--- src/hdl/pmsc_pkg.sv ---
// package: register map, field positions and reset values of the unit control
package pmsc_pkg;
  localparam int ADDR_W = 5;
  localparam int DATA_W = 16;
  localparam int FRAME_W = 1 + ADDR_W + DATA_W;
  localparam logic [4:0] ADDR_FORCE_LEVEL_DAC = 5'h0B;
  localparam logic [4:0] ADDR_UNIT_ENABLE = 5'h0C;
  localparam logic [4:0] ADDR_CHANNEL_STATE = 5'h0D;
  localparam logic [4:0] ADDR_UNIT_STATE = 5'h0E;
  localparam logic [4:0] ADDR_MEASURE_ENABLE = 5'h0F;
  localparam logic [4:0] ADDR_DIFF_COMP_ENABLE = 5'h10;
  localparam logic [4:0] ADDR_OVD_MASK_CH0 = 5'h11;
  localparam logic [4:0] ADDR_OVD_MASK_CH1 = 5'h12;
  localparam logic [15:0] RST_FORCE_LEVEL_DAC = 16'h0000;
  localparam logic [15:0] RST_UNIT_ENABLE = 16'h0000;
  localparam logic [15:0] RST_CHANNEL_STATE = 16'h0000;
  localparam logic [15:0] RST_UNIT_STATE = 16'h0000;
  localparam logic [15:0] RST_MEASURE_ENABLE = 16'h0000;
  localparam logic [15:0] RST_DIFF_COMP_ENABLE = 16'h0000;
  localparam logic [15:0] RST_OVD_MASK = 16'h0000;
  // unit_enable fields
  localparam int EN_TERM_LEVEL_BIT = 0;
  localparam int EN_PIN_ELEC_OFF_BIT = 1;
  localparam int EN_PARAM_UNIT_BIT = 2;
  // channel state fields
  localparam int CH_HV_OUT_BIT = 0;
  localparam int CH_LOAD_BIT = 1;
  localparam int CH_TERM_DRIVE_BIT = 2;
  // unit_state fields
  localparam int ST_INSEL_HI = 9;
  localparam int ST_INSEL_LO = 8;
  localparam int ST_EXT_SENSE_BIT = 7;
  localparam int ST_CLAMP_BIT = 6;
  localparam int ST_MEAS_I_BIT = 4;
  localparam int ST_FORCE_I_BIT = 3;
  localparam int ST_RANGE_HI = 2;
  localparam int ST_RANGE_LO = 0;
  localparam int MEAS_EN_BIT = 0;
  // input selection codes
  localparam logic [1:0] INSEL_GROUND = 2'h0;
  localparam logic [1:0] INSEL_OFFSET = 2'h1;
  // serial framing: read flag, 5-bit address, 16-bit data, msb first
  localparam int RD_BIT = FRAME_W - 1;
  localparam logic [4:0] NUM_RANGES = 5'h05;
endpackage : pmsc_pkg

--- src/hdl/pmsc_reg16.sv ---
// file: one 16-bit control register with load strobe
`timescale 1ns/10ps
`default_nettype none
module pmsc_reg16
  import pmsc_pkg::*;
#(
  parameter logic [15:0] RST_VAL = 16'h0000
)
(
  input wire logic REF_CLK_I,
  input wire logic RST_I,
  input wire logic load_i,
  input wire logic [15:0] data_i,
  output logic [15:0] q_o
);
  logic [15:0] q_r;
  always_ff @(posedge REF_CLK_I or posedge RST_I)
  begin
    if (RST_I)
      q_r <= RST_VAL;
    else if (load_i)
      q_r <= data_i;
  end
  assign q_o = q_r;
endmodule : pmsc_reg16
`default_nettype wire

--- src/hdl/pmsc_ctrl.sv ---
// file: serial-programmed mode control registers of the parametric unit
//
// Functional notes
// - enable register at zero: unit off, no termination level, pins on.
// - channel state at zero: high-voltage output, load, termination all off.
// - unit state zero: ground input, internal sense, no clamps, FV, range E.
// - measure enable zero keeps shared measure output high impedance.
// - comparator enable zero keeps window mode, not differential.
// - overvoltage mask zero disables that channel's alarm functions.
// - then enable bit set; unit runs forcing voltage.
// - five-bit address decode: DAC 0x0B, enable 0x0C, state 0x0E.
// - enable bit low opens all range switches and powers unit down.
`timescale 1ns/10ps
`default_nettype none
module pmsc_ctrl
  import pmsc_pkg::*;
(
  input wire logic REF_CLK_I,
  input wire logic RST_I,
  input wire logic SCLK_I,
  input wire logic CS_N_I,
  input wire logic SDI_I,
  output logic SDO_O,
  output logic SDO_OE_O,
  output logic [15:0] FORCE_LEVEL_DAC_O,
  output logic PARAM_UNIT_ON_O,
  output logic [4:0] RANGE_SWITCH_O,
  output logic FORCE_CURRENT_O,
  output logic MEASURE_CURRENT_O,
  output logic [1:0] INPUT_SELECT_O,
  output logic EXT_SENSE_O,
  output logic CLAMP_ON_O,
  output logic TERM_LEVEL_FORCE_O,
  output logic PIN_ELECTRONICS_ON_O,
  output logic HIGH_VOLTAGE_OUTPUT_O,
  output logic ACTIVE_LOAD_O,
  output logic TERMINATION_DRIVE_O,
  output logic SHARED_MEASURE_OE_O,
  output logic DIFF_COMPARE_O,
  output logic [15:0] OVD_ALARM_MASK0_O,
  output logic [15:0] OVD_ALARM_MASK1_O
);
  localparam int NREG = 8;
  localparam logic [4:0] REG_ADDR [NREG] = '{ADDR_FORCE_LEVEL_DAC,
    ADDR_UNIT_ENABLE, ADDR_CHANNEL_STATE, ADDR_UNIT_STATE,
    ADDR_MEASURE_ENABLE, ADDR_DIFF_COMP_ENABLE, ADDR_OVD_MASK_CH0,
    ADDR_OVD_MASK_CH1};
  localparam logic [15:0] REG_RST [NREG] = '{RST_FORCE_LEVEL_DAC,
    RST_UNIT_ENABLE, RST_CHANNEL_STATE, RST_UNIT_STATE,
    RST_MEASURE_ENABLE, RST_DIFF_COMP_ENABLE, RST_OVD_MASK, RST_OVD_MASK};

  // serial sampling in the reference clock; sclk edges found by history
  logic sclk_d_r;
  logic cs_d_r;
  logic [FRAME_W-1:0] shift_r;
  logic [4:0] cnt_r;
  logic [4:0] cnt_nxt;
  logic rd_mode_r;
  logic [15:0] rd_shift_r;
  logic sdo_r;
  logic rise_w;
  logic fall_w;
  logic frame_end_w;
  logic frame_ok_w;
  logic is_read_w;
  logic addr_done_w;
  logic [4:0] addr_w;
  logic [4:0] rd_addr_w;
  logic [15:0] data_w;
  logic [15:0] q_w [NREG];
  logic [NREG-1:0] load_w;
  logic [NREG-1:0] rd_hit_w;
  logic [15:0] rd_data_w;
  logic [15:0] level_q_w;
  logic [15:0] enable_q_w;
  logic [15:0] chan_q_w;
  logic [15:0] state_q_w;
  logic [15:0] meas_q_w;
  logic [15:0] diff_q_w;
  logic [15:0] mask0_q_w;
  logic [15:0] mask1_q_w;
  logic [4:0] range_dec_w;

  assign rise_w = SCLK_I & ~sclk_d_r & ~CS_N_I;
  assign fall_w = ~SCLK_I & sclk_d_r & ~CS_N_I;
  assign frame_end_w = CS_N_I & ~cs_d_r;
  // short or long frames are dropped so a partial word never lands
  assign frame_ok_w = frame_end_w & (cnt_r == 5'(FRAME_W));
  assign is_read_w = shift_r[RD_BIT];
  assign addr_w = shift_r[DATA_W +: ADDR_W];
  assign data_w = shift_r[DATA_W-1:0];
  assign cnt_nxt = (cnt_r == 5'h1F) ? cnt_r : cnt_r + 5'h01;
  // the last address bit is still on the data pin at the sixth rise
  assign addr_done_w = rise_w & (cnt_r == 5'(ADDR_W));
  assign rd_addr_w = {shift_r[ADDR_W-2:0], SDI_I};

  genvar g;
  generate
    for (g = 0; g < NREG; g++)
    begin : g_reg
      assign load_w[g] = frame_ok_w & ~is_read_w &
        (addr_w == REG_ADDR[g]);
      assign rd_hit_w[g] = (rd_addr_w == REG_ADDR[g]);
      pmsc_reg16 #(.RST_VAL(REG_RST[g])) u_reg (
        .REF_CLK_I(REF_CLK_I),
        .RST_I(RST_I),
        .load_i(load_w[g]),
        .data_i(data_w),
        .q_o(q_w[g])
      );
    end
  endgenerate

  // unmapped reads return zero
  always_comb
  begin
    rd_data_w = 16'h0000;
    for (int i = 0; i < NREG; i++)
      if (rd_hit_w[i])
        rd_data_w = q_w[i];
  end

  always_ff @(posedge REF_CLK_I or posedge RST_I)
  begin
    if (RST_I)
    begin
      sclk_d_r <= 1'b0;
      cs_d_r <= 1'b1;
    end
    else
    begin
      sclk_d_r <= SCLK_I;
      cs_d_r <= CS_N_I;
    end
  end

  always_ff @(posedge REF_CLK_I or posedge RST_I)
  begin
    if (RST_I)
      cnt_r <= 5'h00;
    else if (CS_N_I)
      cnt_r <= 5'h00;
    else if (rise_w)
      cnt_r <= cnt_nxt;
  end

  always_ff @(posedge REF_CLK_I or posedge RST_I)
  begin
    if (RST_I)
      shift_r <= '0;
    else if (rise_w)
      shift_r <= {shift_r[FRAME_W-2:0], SDI_I};
  end

  // the flag moves along the shifter, so it is kept apart once seen
  always_ff @(posedge REF_CLK_I or posedge RST_I)
  begin
    if (RST_I)
      rd_mode_r <= 1'b0;
    else if (CS_N_I)
      rd_mode_r <= 1'b0;
    else if (addr_done_w)
      rd_mode_r <= shift_r[ADDR_W-1];
  end

  // readback: once flag and address are in, data goes out on falling edges
  always_ff @(posedge REF_CLK_I or posedge RST_I)
  begin
    if (RST_I)
    begin
      rd_shift_r <= 16'h0000;
      sdo_r <= 1'b0;
    end
    else if (addr_done_w)
      rd_shift_r <= rd_data_w;
    else if (fall_w && rd_mode_r)
    begin
      sdo_r <= rd_shift_r[15];
      rd_shift_r <= {rd_shift_r[14:0], 1'b0};
    end
  end

  assign SDO_O = sdo_r;
  // driven before the first data bit so the host never samples a float
  assign SDO_OE_O = ~CS_N_I & rd_mode_r;

  // register taps
  assign level_q_w = q_w[0];
  assign enable_q_w = q_w[1];
  assign chan_q_w = q_w[2];
  assign state_q_w = q_w[3];
  assign meas_q_w = q_w[4];
  assign diff_q_w = q_w[5];
  assign mask0_q_w = q_w[6];
  assign mask1_q_w = q_w[7];

  // decoded controls; register ordering from the host limits spikes
  assign FORCE_LEVEL_DAC_O = level_q_w;
  assign PARAM_UNIT_ON_O = enable_q_w[EN_PARAM_UNIT_BIT];
  assign TERM_LEVEL_FORCE_O = enable_q_w[EN_TERM_LEVEL_BIT];
  assign PIN_ELECTRONICS_ON_O = ~enable_q_w[EN_PIN_ELEC_OFF_BIT];
  assign HIGH_VOLTAGE_OUTPUT_O = chan_q_w[CH_HV_OUT_BIT];
  assign ACTIVE_LOAD_O = chan_q_w[CH_LOAD_BIT];
  assign TERMINATION_DRIVE_O = chan_q_w[CH_TERM_DRIVE_BIT];
  assign INPUT_SELECT_O = state_q_w[ST_INSEL_HI:ST_INSEL_LO];
  assign EXT_SENSE_O = state_q_w[ST_EXT_SENSE_BIT];
  // clamps need a closed loop, so they stay off with the unit
  assign CLAMP_ON_O = state_q_w[ST_CLAMP_BIT] & PARAM_UNIT_ON_O;
  assign FORCE_CURRENT_O = state_q_w[ST_FORCE_I_BIT];
  assign MEASURE_CURRENT_O = state_q_w[ST_MEAS_I_BIT];
  // codes 0XX share the smallest range E, so a zero word lands there;
  // codes 1XX pick A..D from the low bits; all open when the unit is off
  assign range_dec_w = state_q_w[ST_RANGE_HI] ?
    (5'h01 << state_q_w[ST_RANGE_LO +: 2]) : 5'h10;
  assign RANGE_SWITCH_O = PARAM_UNIT_ON_O ? range_dec_w : 5'h00;
  assign SHARED_MEASURE_OE_O = meas_q_w[MEAS_EN_BIT];
  assign DIFF_COMPARE_O = diff_q_w[0];
  assign OVD_ALARM_MASK0_O = mask0_q_w;
  assign OVD_ALARM_MASK1_O = mask1_q_w;
endmodule : pmsc_ctrl
`default_nettype wire

--- config.mk ---
export PLATFORM = sky130hd
export DESIGN_NAME = pmsc_ctrl
export DESIGN_NICKNAME = d
export VERILOG_FILES = /design/src/hdl/pmsc_pkg.sv /design/src/hdl/pmsc_reg16.sv /design/src/hdl/pmsc_ctrl.sv
export SDC_FILE = /design/constraint.sdc
export NUM_CORES = 1
export LEC_CHECK = 0
export ABC_CLOCK_PERIOD_IN_PS = 6200
export BUFFER_PORTS_ARGS = -buffer_cell sky130_fd_sc_hd__buf_2
export CAP_MARGIN = 30
export CORE_UTILIZATION = 30
export DETAILED_ROUTE_END_ITERATION = 12
export GPL_TIMING_DRIVEN = 0
export HOLD_SLACK_MARGIN = 0.12
export PLACE_DENSITY_LB_ADDON = 0.25
export SYNTH_ARGS = -nofsm -noshare
export SYNTH_HDL_FRONTEND = slang
export SYNTH_SLANG_ARGS = --single-unit
--- constraint.sdc ---
create_clock -name REF_CLK_I -period 6.2 [get_ports REF_CLK_I]
set_input_delay 1.86 -clock REF_CLK_I [delete_from_list [all_inputs] [get_ports REF_CLK_I]]
set_output_delay 1.86 -clock REF_CLK_I [all_outputs]
set_load 0.02 [all_outputs]
==> impl_metrics.ini, run 1 <==
[worst_setup_path]
required_ps = 4340
crit_chain = buf_2, buf_6, nor2b_1, buf_2
start_kind = input port
cp-end-kind = output port
worst_path_max_delay_cell = buf_2
slowest_delay_ps = 200
worstPathMaxFanout = 10
cp.arrival_ps = 2490
cpMostUsedCell = buf_2
worstSetupPathType = input port to output port
reg2reg_slack_ps = 3690

[clock_network]
cts_tree = done
cts.hold.buffers_added = 0
clk_latency_ps = 430
cts_setup_buffers = 0
cts_made_buffers = 17
cts-root-buf = clkbuf_16
cts_sinks = 175
clockBufferDepth = 2
ctsResizeCount = 0
htreeDepth = 4
cts.clk_slew.worst_paths_ps = 70

[die]
start_util_pct = 30.6
row_count = 62
fp.dieH_um = 173
coreArea_mm2 = 0.0288
die_area_mm2 = 0.0301
num_io_pins = 74
die_w_um = 173

[detailed_routing]
drc = 0
met1_length_um = 12000
dr_wl_met2_um = 11500
dr_total_vias = 6122
drt_iter0_markers = 320
top_layer = met5
ant_nets = 0
dr_wl_met3_um = 1330
post_drt_wl_per_cell_um = 20.8
first_pass_iters = 5
wirelength_um = 25200
via_per_inst = 5.07

[synthesis]
synth_cells = 715
synth-edff-count = 0
synth_common_cells = dfrtp_1 (174), mux2_2 (125), inv_1 (32)
ys_warn_count = 0
synth_fp_nets = 724
synth_top_area_cell = dfrtp_1
synth_top_flop_cell = dfrtp_1
synth.yosys.seq_area_share_pct = 49.7
synth.avg_cell_area_um2 = 12.3
async_flop_share_pct = 100
synth.top_cell.area_share_pct = 49.4
ys_top_cells_by_area = dfrtp_1 (49%), mux2_2 (16%), mux2_4 (5.1%)
synthesis.area_mm2 = 0.00881
ys_seq_elements = 175
synth_most_common_cell = dfrtp_1
synthDistinctLibCells = 68

[global_routing]
grt_pass1_vias = 6249
antenna_found_initial = 2
grt_max_degree = 42
grt_usage_pct = 17.4
grt.overflow.total = 0
grt_pass1_wl_um = 39600

[flow_run]
cap_violations = 0

[sta]
hold_violations = 0
finClkSkew_ps = 10.8
period_share_pct = 70.1
final_max_slew_viol_count = 0
grt_setup_unrepaired = false
max_freq_mhz = 230
hold_ws_ps = 475
tns_ps = 0
setup_viol = 0
min_period_ps = 4350
relSlewSlack_pct = 46.5
tightest_slew_ps = 800

[place]
place_hpwl_um = 18300
gp_congestion = 0.817
numPortBuffers = 72

[power_and_ir_drop]
cellPowerDensity_mw_per_mm2 = 253
p_total_mw = 2.60
leakage_nw = 4.92
ir_drop_mv = 0.206

[layout]
multi_input_comb_area_mm2 = 0.00391
final_nets = 820
antennaDiodeCount = 0
drive_gt1_share_pct = 38.5
nFillCells = 2864
seqCellArea_mm2 = 0.00438
area_delta_synth_final_pct = 17.0

[outcome]
status = finished clean

[hold_path]
worstHoldPathType = register to register
-- final timing paths --
check / from / endpoint / cells after the start
max: CS_N_I / SDO_OE_O / 4
min: rd_shift_r[15] / SDO_O / 2
max reg2reg: shift_r[3] / rd_shift_r[6] / 5
min reg2reg: rd_shift_r[15] / SDO_O / 2
max in group asynchronous: RST_I / g_reg[4].u_reg.q_o[9] / 4
min in group asynchronous: RST_I / g_reg[6].u_reg.q_o[8] / 2
-- cell usage in the layout (no fill, tap or decap), types with 14 or more instances in the layout --
master | Yosys | layout
mux2_4 | 30 | 30
o21ai_0 | 17 | 17
clkbuf_1 | 18 | 21
mux2_2 | 125 | 125
buf_1 | 16 | 16
nor2_1 | 27 | 27
a2bb2oi_1 | 14 | 14
nand2_1 | 25 | 25
buf_2 | 18 | 90
dfrtp_1 | 174 | 174
inv_1 | 32 | 31
clkbuf_16 | 0 | 17
o211ai_1 | 23 | 23
nand3_1 | 17 | 17
-- kinds of logic (layout without fill, tap and decap cells) --
group                    after synthesis  count (layout)  share of synthesized area, %
AO/OA/AOI/OAI                        128             128                          11.3
XOR/XNOR                               3               3                         0.298
AND/OR/NAND/NOR                      141             141                          10.2
adder cells (fa/ha/maj)                4               4                         0.568
flip-flops                           175             175                          49.7
multiplexers                         163             163                          22.0
buffers and inverters                101             210                          5.85
-- stage by stage --
stage | setup slack (ps) | cells | cell area (um^2) | util [%]
2_1_floorplan | 2030 | 715 | 8810 | -
3_3_place_gp | 799 | 1171 | 9650 | 33.5
3_5_place_dp | 1800 | 1176 | 9750 | 33.9
4_1_cts | 1800 | 1208 | 10300 | 35.8
5_1_grt | 1790 | 1208 | 10300 | 35.8
6_report | 1850 | 1208 | 10300 | 35.8
-- power breakdown --
part           internal [mW]  leakage (nW)  switching [mW]
combinational          0.108          2.23           0.283
clock                  0.572         0.262           0.452
sequential              1.17          2.42          0.0188
total                   1.85          4.92           0.754
-- flip-flops by register name, summed over array words and instances (netlist names) --
register     count
rd_shift_r      16
cnt_r            5
SDO_O            1
rd_mode_r        1
g.u_reg.q_o    128
sclk_d_r         1
cs_d_r           1
shift_r         22
-- final cells by class --
type,count,area share [%]
clock buffers,22,4.50
well taps,384,4.66
multi-input cells,439,38.0
clock inverters,10,0.862
inverters,32,1.20
plain buffers,69,3.84
repair buffers,77,4.47
flip-flops and latches,175,42.5
-- layer usage --
metal | GRT usage [%] | up-vias
met5 | 0 | -
met4 | 5.01 | 4
met3 | 3.57 | 27
met2 | 26.8 | 146
met1 | 24.7 | 3137
li1 | - | 2808
-- critical path, delay by kind of cell --
kind,cells,cell delay (ps)
simple gates,1,180
buf+inv,3,440
Note: power is estimated with default switching activity, not from simulation.
==> run 2: changes to the inputs <==
--- a/config.mk
+++ b/config.mk
@@ -5,7 +5,8 @@
 export SDC_FILE = /design/constraint.sdc
 export NUM_CORES = 1
 export LEC_CHECK = 0
-export ABC_CLOCK_PERIOD_IN_PS = 6200
+export ABC_AREA = 1
+export ABC_CLOCK_PERIOD_IN_PS = 4310
 export BUFFER_PORTS_ARGS = -buffer_cell sky130_fd_sc_hd__buf_2
 export CAP_MARGIN = 30
 export CORE_UTILIZATION = 30
==> constraint.sdc (replaced) <==
create_clock -name REF_CLK_I -period 4.31 [get_ports REF_CLK_I]
set_input_delay 1.293 -clock REF_CLK_I [delete_from_list [all_inputs] [get_ports REF_CLK_I]]
set_output_delay 1.293 -clock REF_CLK_I [all_outputs]
set_load 0.02 [all_outputs]
==> run 2 against run 1 <==
- the run now ends with DRC left
- first-iteration DRC count is 60% higher
- routed wire length is 3.7% lower
- setup slack worse by 760 ps
==> impl_metrics.ini, run 2 <==
[power_and_ir_drop]
cellPowerDensity_mw_per_mm2 = 389
combinationalPowerShare_pct = 9.2
switchingPower_uw = 991
p_sw_share_pct = 26.6
internal-power_mw = 2.74
p_seq_share_pct = 46.8
ir_drop_mv = 0.231
pwr-share-clk_pct = 44.0
leakage_nw = 4.93

[clock_network]
cts_tree = done
cts.clk_slew.worst_paths_ps = 60
htreeDepth = 4
cts_sinks = 175
clockBufferDepth = 2
cts.hold.buffers_added = 0
ctsResizeCount = 0
cts-root-buf = clkbuf_16
clk_latency_ps = 430
cts_setup_buffers = 0
cts_made_buffers = 17

[worst_setup_path]
ff2ff_path_depth = 11
worstPathMaxFanout = 8
reg2reg_slack_ps = 2330
crit_start = CS_N_I
endpoint = SDO_OE_O
cp-end-kind = output port
cp.depth = 5
critical_path_buf_inv_count = 4
timing.rr.end = rd_shift_r[0]
r2r_start = shift_r[3]
cp.arrival_ps = 1920
crit_chain = buf_2, inv_2, nand2_1, inv_2, buf_2
required_ps = 3020
worst_path_max_delay_cell = buf_2
start_kind = input port
worstSetupPathType = input port to output port
crit_family = buffers and inverters
slowest_delay_ps = 160

[layout]
area_delta_synth_final_pct = 18.6
final_cell_mix = nand2_1 (305), dfrtp_1 (174), o21ai_0 (102)
design_area_mm2 = 0.00960
drive_gt1_share_pct = 16.8
final_nets = 1084
antennaDiodeCount = 0
final_util_pct = 36.5
nFillCells = 2793
mostFrequentLayoutCell = nand2_1
largest_reg_flops = 128

[sta]
hold_ws_ps = 489
period_share_pct = 74.6
worst_slack_ps = 1100
grt_setup_unrepaired = false
tightest_slew_ps = 606
tns_ps = 0
final_max_slew_viol_count = 0
finClkSkew_ps = 11.6
max_freq_mhz = 311
setup_viol = 0
hold_violations = 0
min_period_ps = 3210
relSlewSlack_pct = 59.6

[synthesis]
synth_top_flop_cell = dfrtp_1
ys_warn_count = 0
synth-edff-count = 0
synth_fp_nets = 988
synth_most_common_cell = nand2_1
synth.yosys.seq_area_share_pct = 54.1
ys_top_cells_by_area = dfrtp_1 (54%), nand2_1 (14%), o21ai_0 (6.3%)
synth.avg_cell_area_um2 = 8.27
synth_top_area_cell = dfrtp_1
synth_cells = 979
synthesis.area_mm2 = 0.00809
async_flop_share_pct = 100
synthDistinctLibCells = 38
ys_seq_elements = 175
synth.top_cell.area_share_pct = 53.8
synth_common_cells = nand2_1 (305), dfrtp_1 (174), inv_1 (102), o21ai_0 (102), o21ai_1 (69)

[detailed_routing]
post_drt_wl_per_cell_um = 17.0
dr_total_vias = 6797
drc = 3
ant_nets = 0
wirelength_um = 24200
first_pass_iters = 9
drt_iter0_markers = 513
via_per_inst = 4.78

[die]
start_util_pct = 30.8
fp.dieH_um = 166
row_count = 59
num_io_pins = 74
coreArea_mm2 = 0.0263
die_area_mm2 = 0.0276
die_w_um = 166

[place]
gp_congestion = 0.853
pre_cts_ws_ps = 1090
numPortBuffers = 72
place_hpwl_um = 18100
placed_cell_area_mm2 = 0.00898

[global_routing]
grt_usage_pct = 18.5
grt_max_degree = 40
antenna_found_initial = 1
grt_pass1_wl_um = 39200
grt.overflow.total = 0
grt_pass1_vias = 6797

[outcome]
status = complete, but fails checks
violations = DRC

[flow_run]
cap_violations = 0

[hold_path]
worstHoldPathType = register to register
==> run 2: cell count changes after synthesis, moves of 14 or more <==
cell / before / now
a2bb2oi_1: 14 / 0
buf_1: 16 / 0
inv_1: 32 / 102
mux2_2: 125 / 0
mux2_4: 30 / 0
nand2_1: 25 / 305
nand3_1: 17 / 46
nor2_1: 27 / 47
o211ai_1: 23 / 4
o21ai_0: 17 / 102
o21ai_1: 0 / 69
==> run 2: worst register-to-register path, cell delays in order (launching register included) <==
cell and delay, ps:
dfrtp_1 490, inv_2 180, nand3_1 200, nor2_1 280
buf_6 200, nand2_1 80, nand2_1 110, nand3_1 100
nand2_1 90, nand2_1 50, nand2_1 50, nand2_1 40
==> run 2: logic make-up (layout without fill, tap and decap cells) <==
logic type | count (synthesis) | in the layout | synth area share (%)
flip-flops | 175 | 175 | 54.1
AO/OA/AOI/OAI | 195 | 195 | 12.7
AND/OR/NAND/NOR | 445 | 445 | 24.1
adder cells (fa/ha/maj) | 4 | 4 | 0.618
buffers and inverters | 160 | 269 | 8.50
==> run 2: how the worst min path moves through the flow <==
stage	start	endpoint	cells past startpoint
3_3_place_gp	g_reg[4].u_reg.q_o[15]	g_reg[4].u_reg.q_o[15]	2
2_1_floorplan	rd_shift_r[0]	rd_shift_r[0]	2
5_1_grt	g_reg[5].u_reg.q_o[13]	g_reg[5].u_reg.q_o[13]	2
4_1_cts	g_reg[4].u_reg.q_o[4]	g_reg[4].u_reg.q_o[4]	2
6_report	g_reg[4].u_reg.q_o[3]	g_reg[4].u_reg.q_o[3]	2
3_5_place_dp	g_reg[4].u_reg.q_o[4]	g_reg[4].u_reg.q_o[4]	2
==> run 2: metal layers <==
| layer | vias to the layer above | part of all wire (%) | track usage (%) | wire [um] |
|---|---|---|---|---|
| li1 | 3307 | - | - | - |
| met1 | 3334 | 48 | 26.6 | 11700 |
| met2 | 140 | 46 | 28.6 | 11100 |
| met3 | 16 | 4.7 | 3.74 | 1140 |
| met4 | 0 | 1.2 | 3.99 | 292 |
| met5 | - | 0 | 0 | 0 |
==> run 2: power groups by stage <==
stage / clock, mW / combinational [mW] / sequential, mW
5_1_grt: 1.74 / 0.388 / 1.75
3_5_place_dp: 0 / 0.352 / 1.78
6_report: 1.64 / 0.343 / 1.75
2_1_floorplan: 0 / 0.221 / 1.75
4_1_cts: 1.66 / 0.352 / 1.74
3_3_place_gp: 0 / 0.339 / 1.78
==> run 2: stage by stage <==
step / power, mW / instances
5_1_grt: 3.88 / 1423
3_3_place_gp: 2.12 / 1386
4_1_cts: 3.76 / 1423
2_1_floorplan: 1.97 / 979
3_5_place_dp: 2.13 / 1391
6_report: 3.73 / 1423
==> run 2: layout make-up <==
cell class | instances | area [um^2] | area share, %
plain buffers | 47 | 264 | 2.75
flip-flops and latches | 175 | 4380 | 45.7
clock inverters | 9 | 131 | 1.37
repair buffers | 77 | 460 | 4.80
clock buffers | 23 | 488 | 5.09
multi-input cells | 644 | 3020 | 31.5
well taps | 335 | 419 | 4.37
inverters | 113 | 428 | 4.46
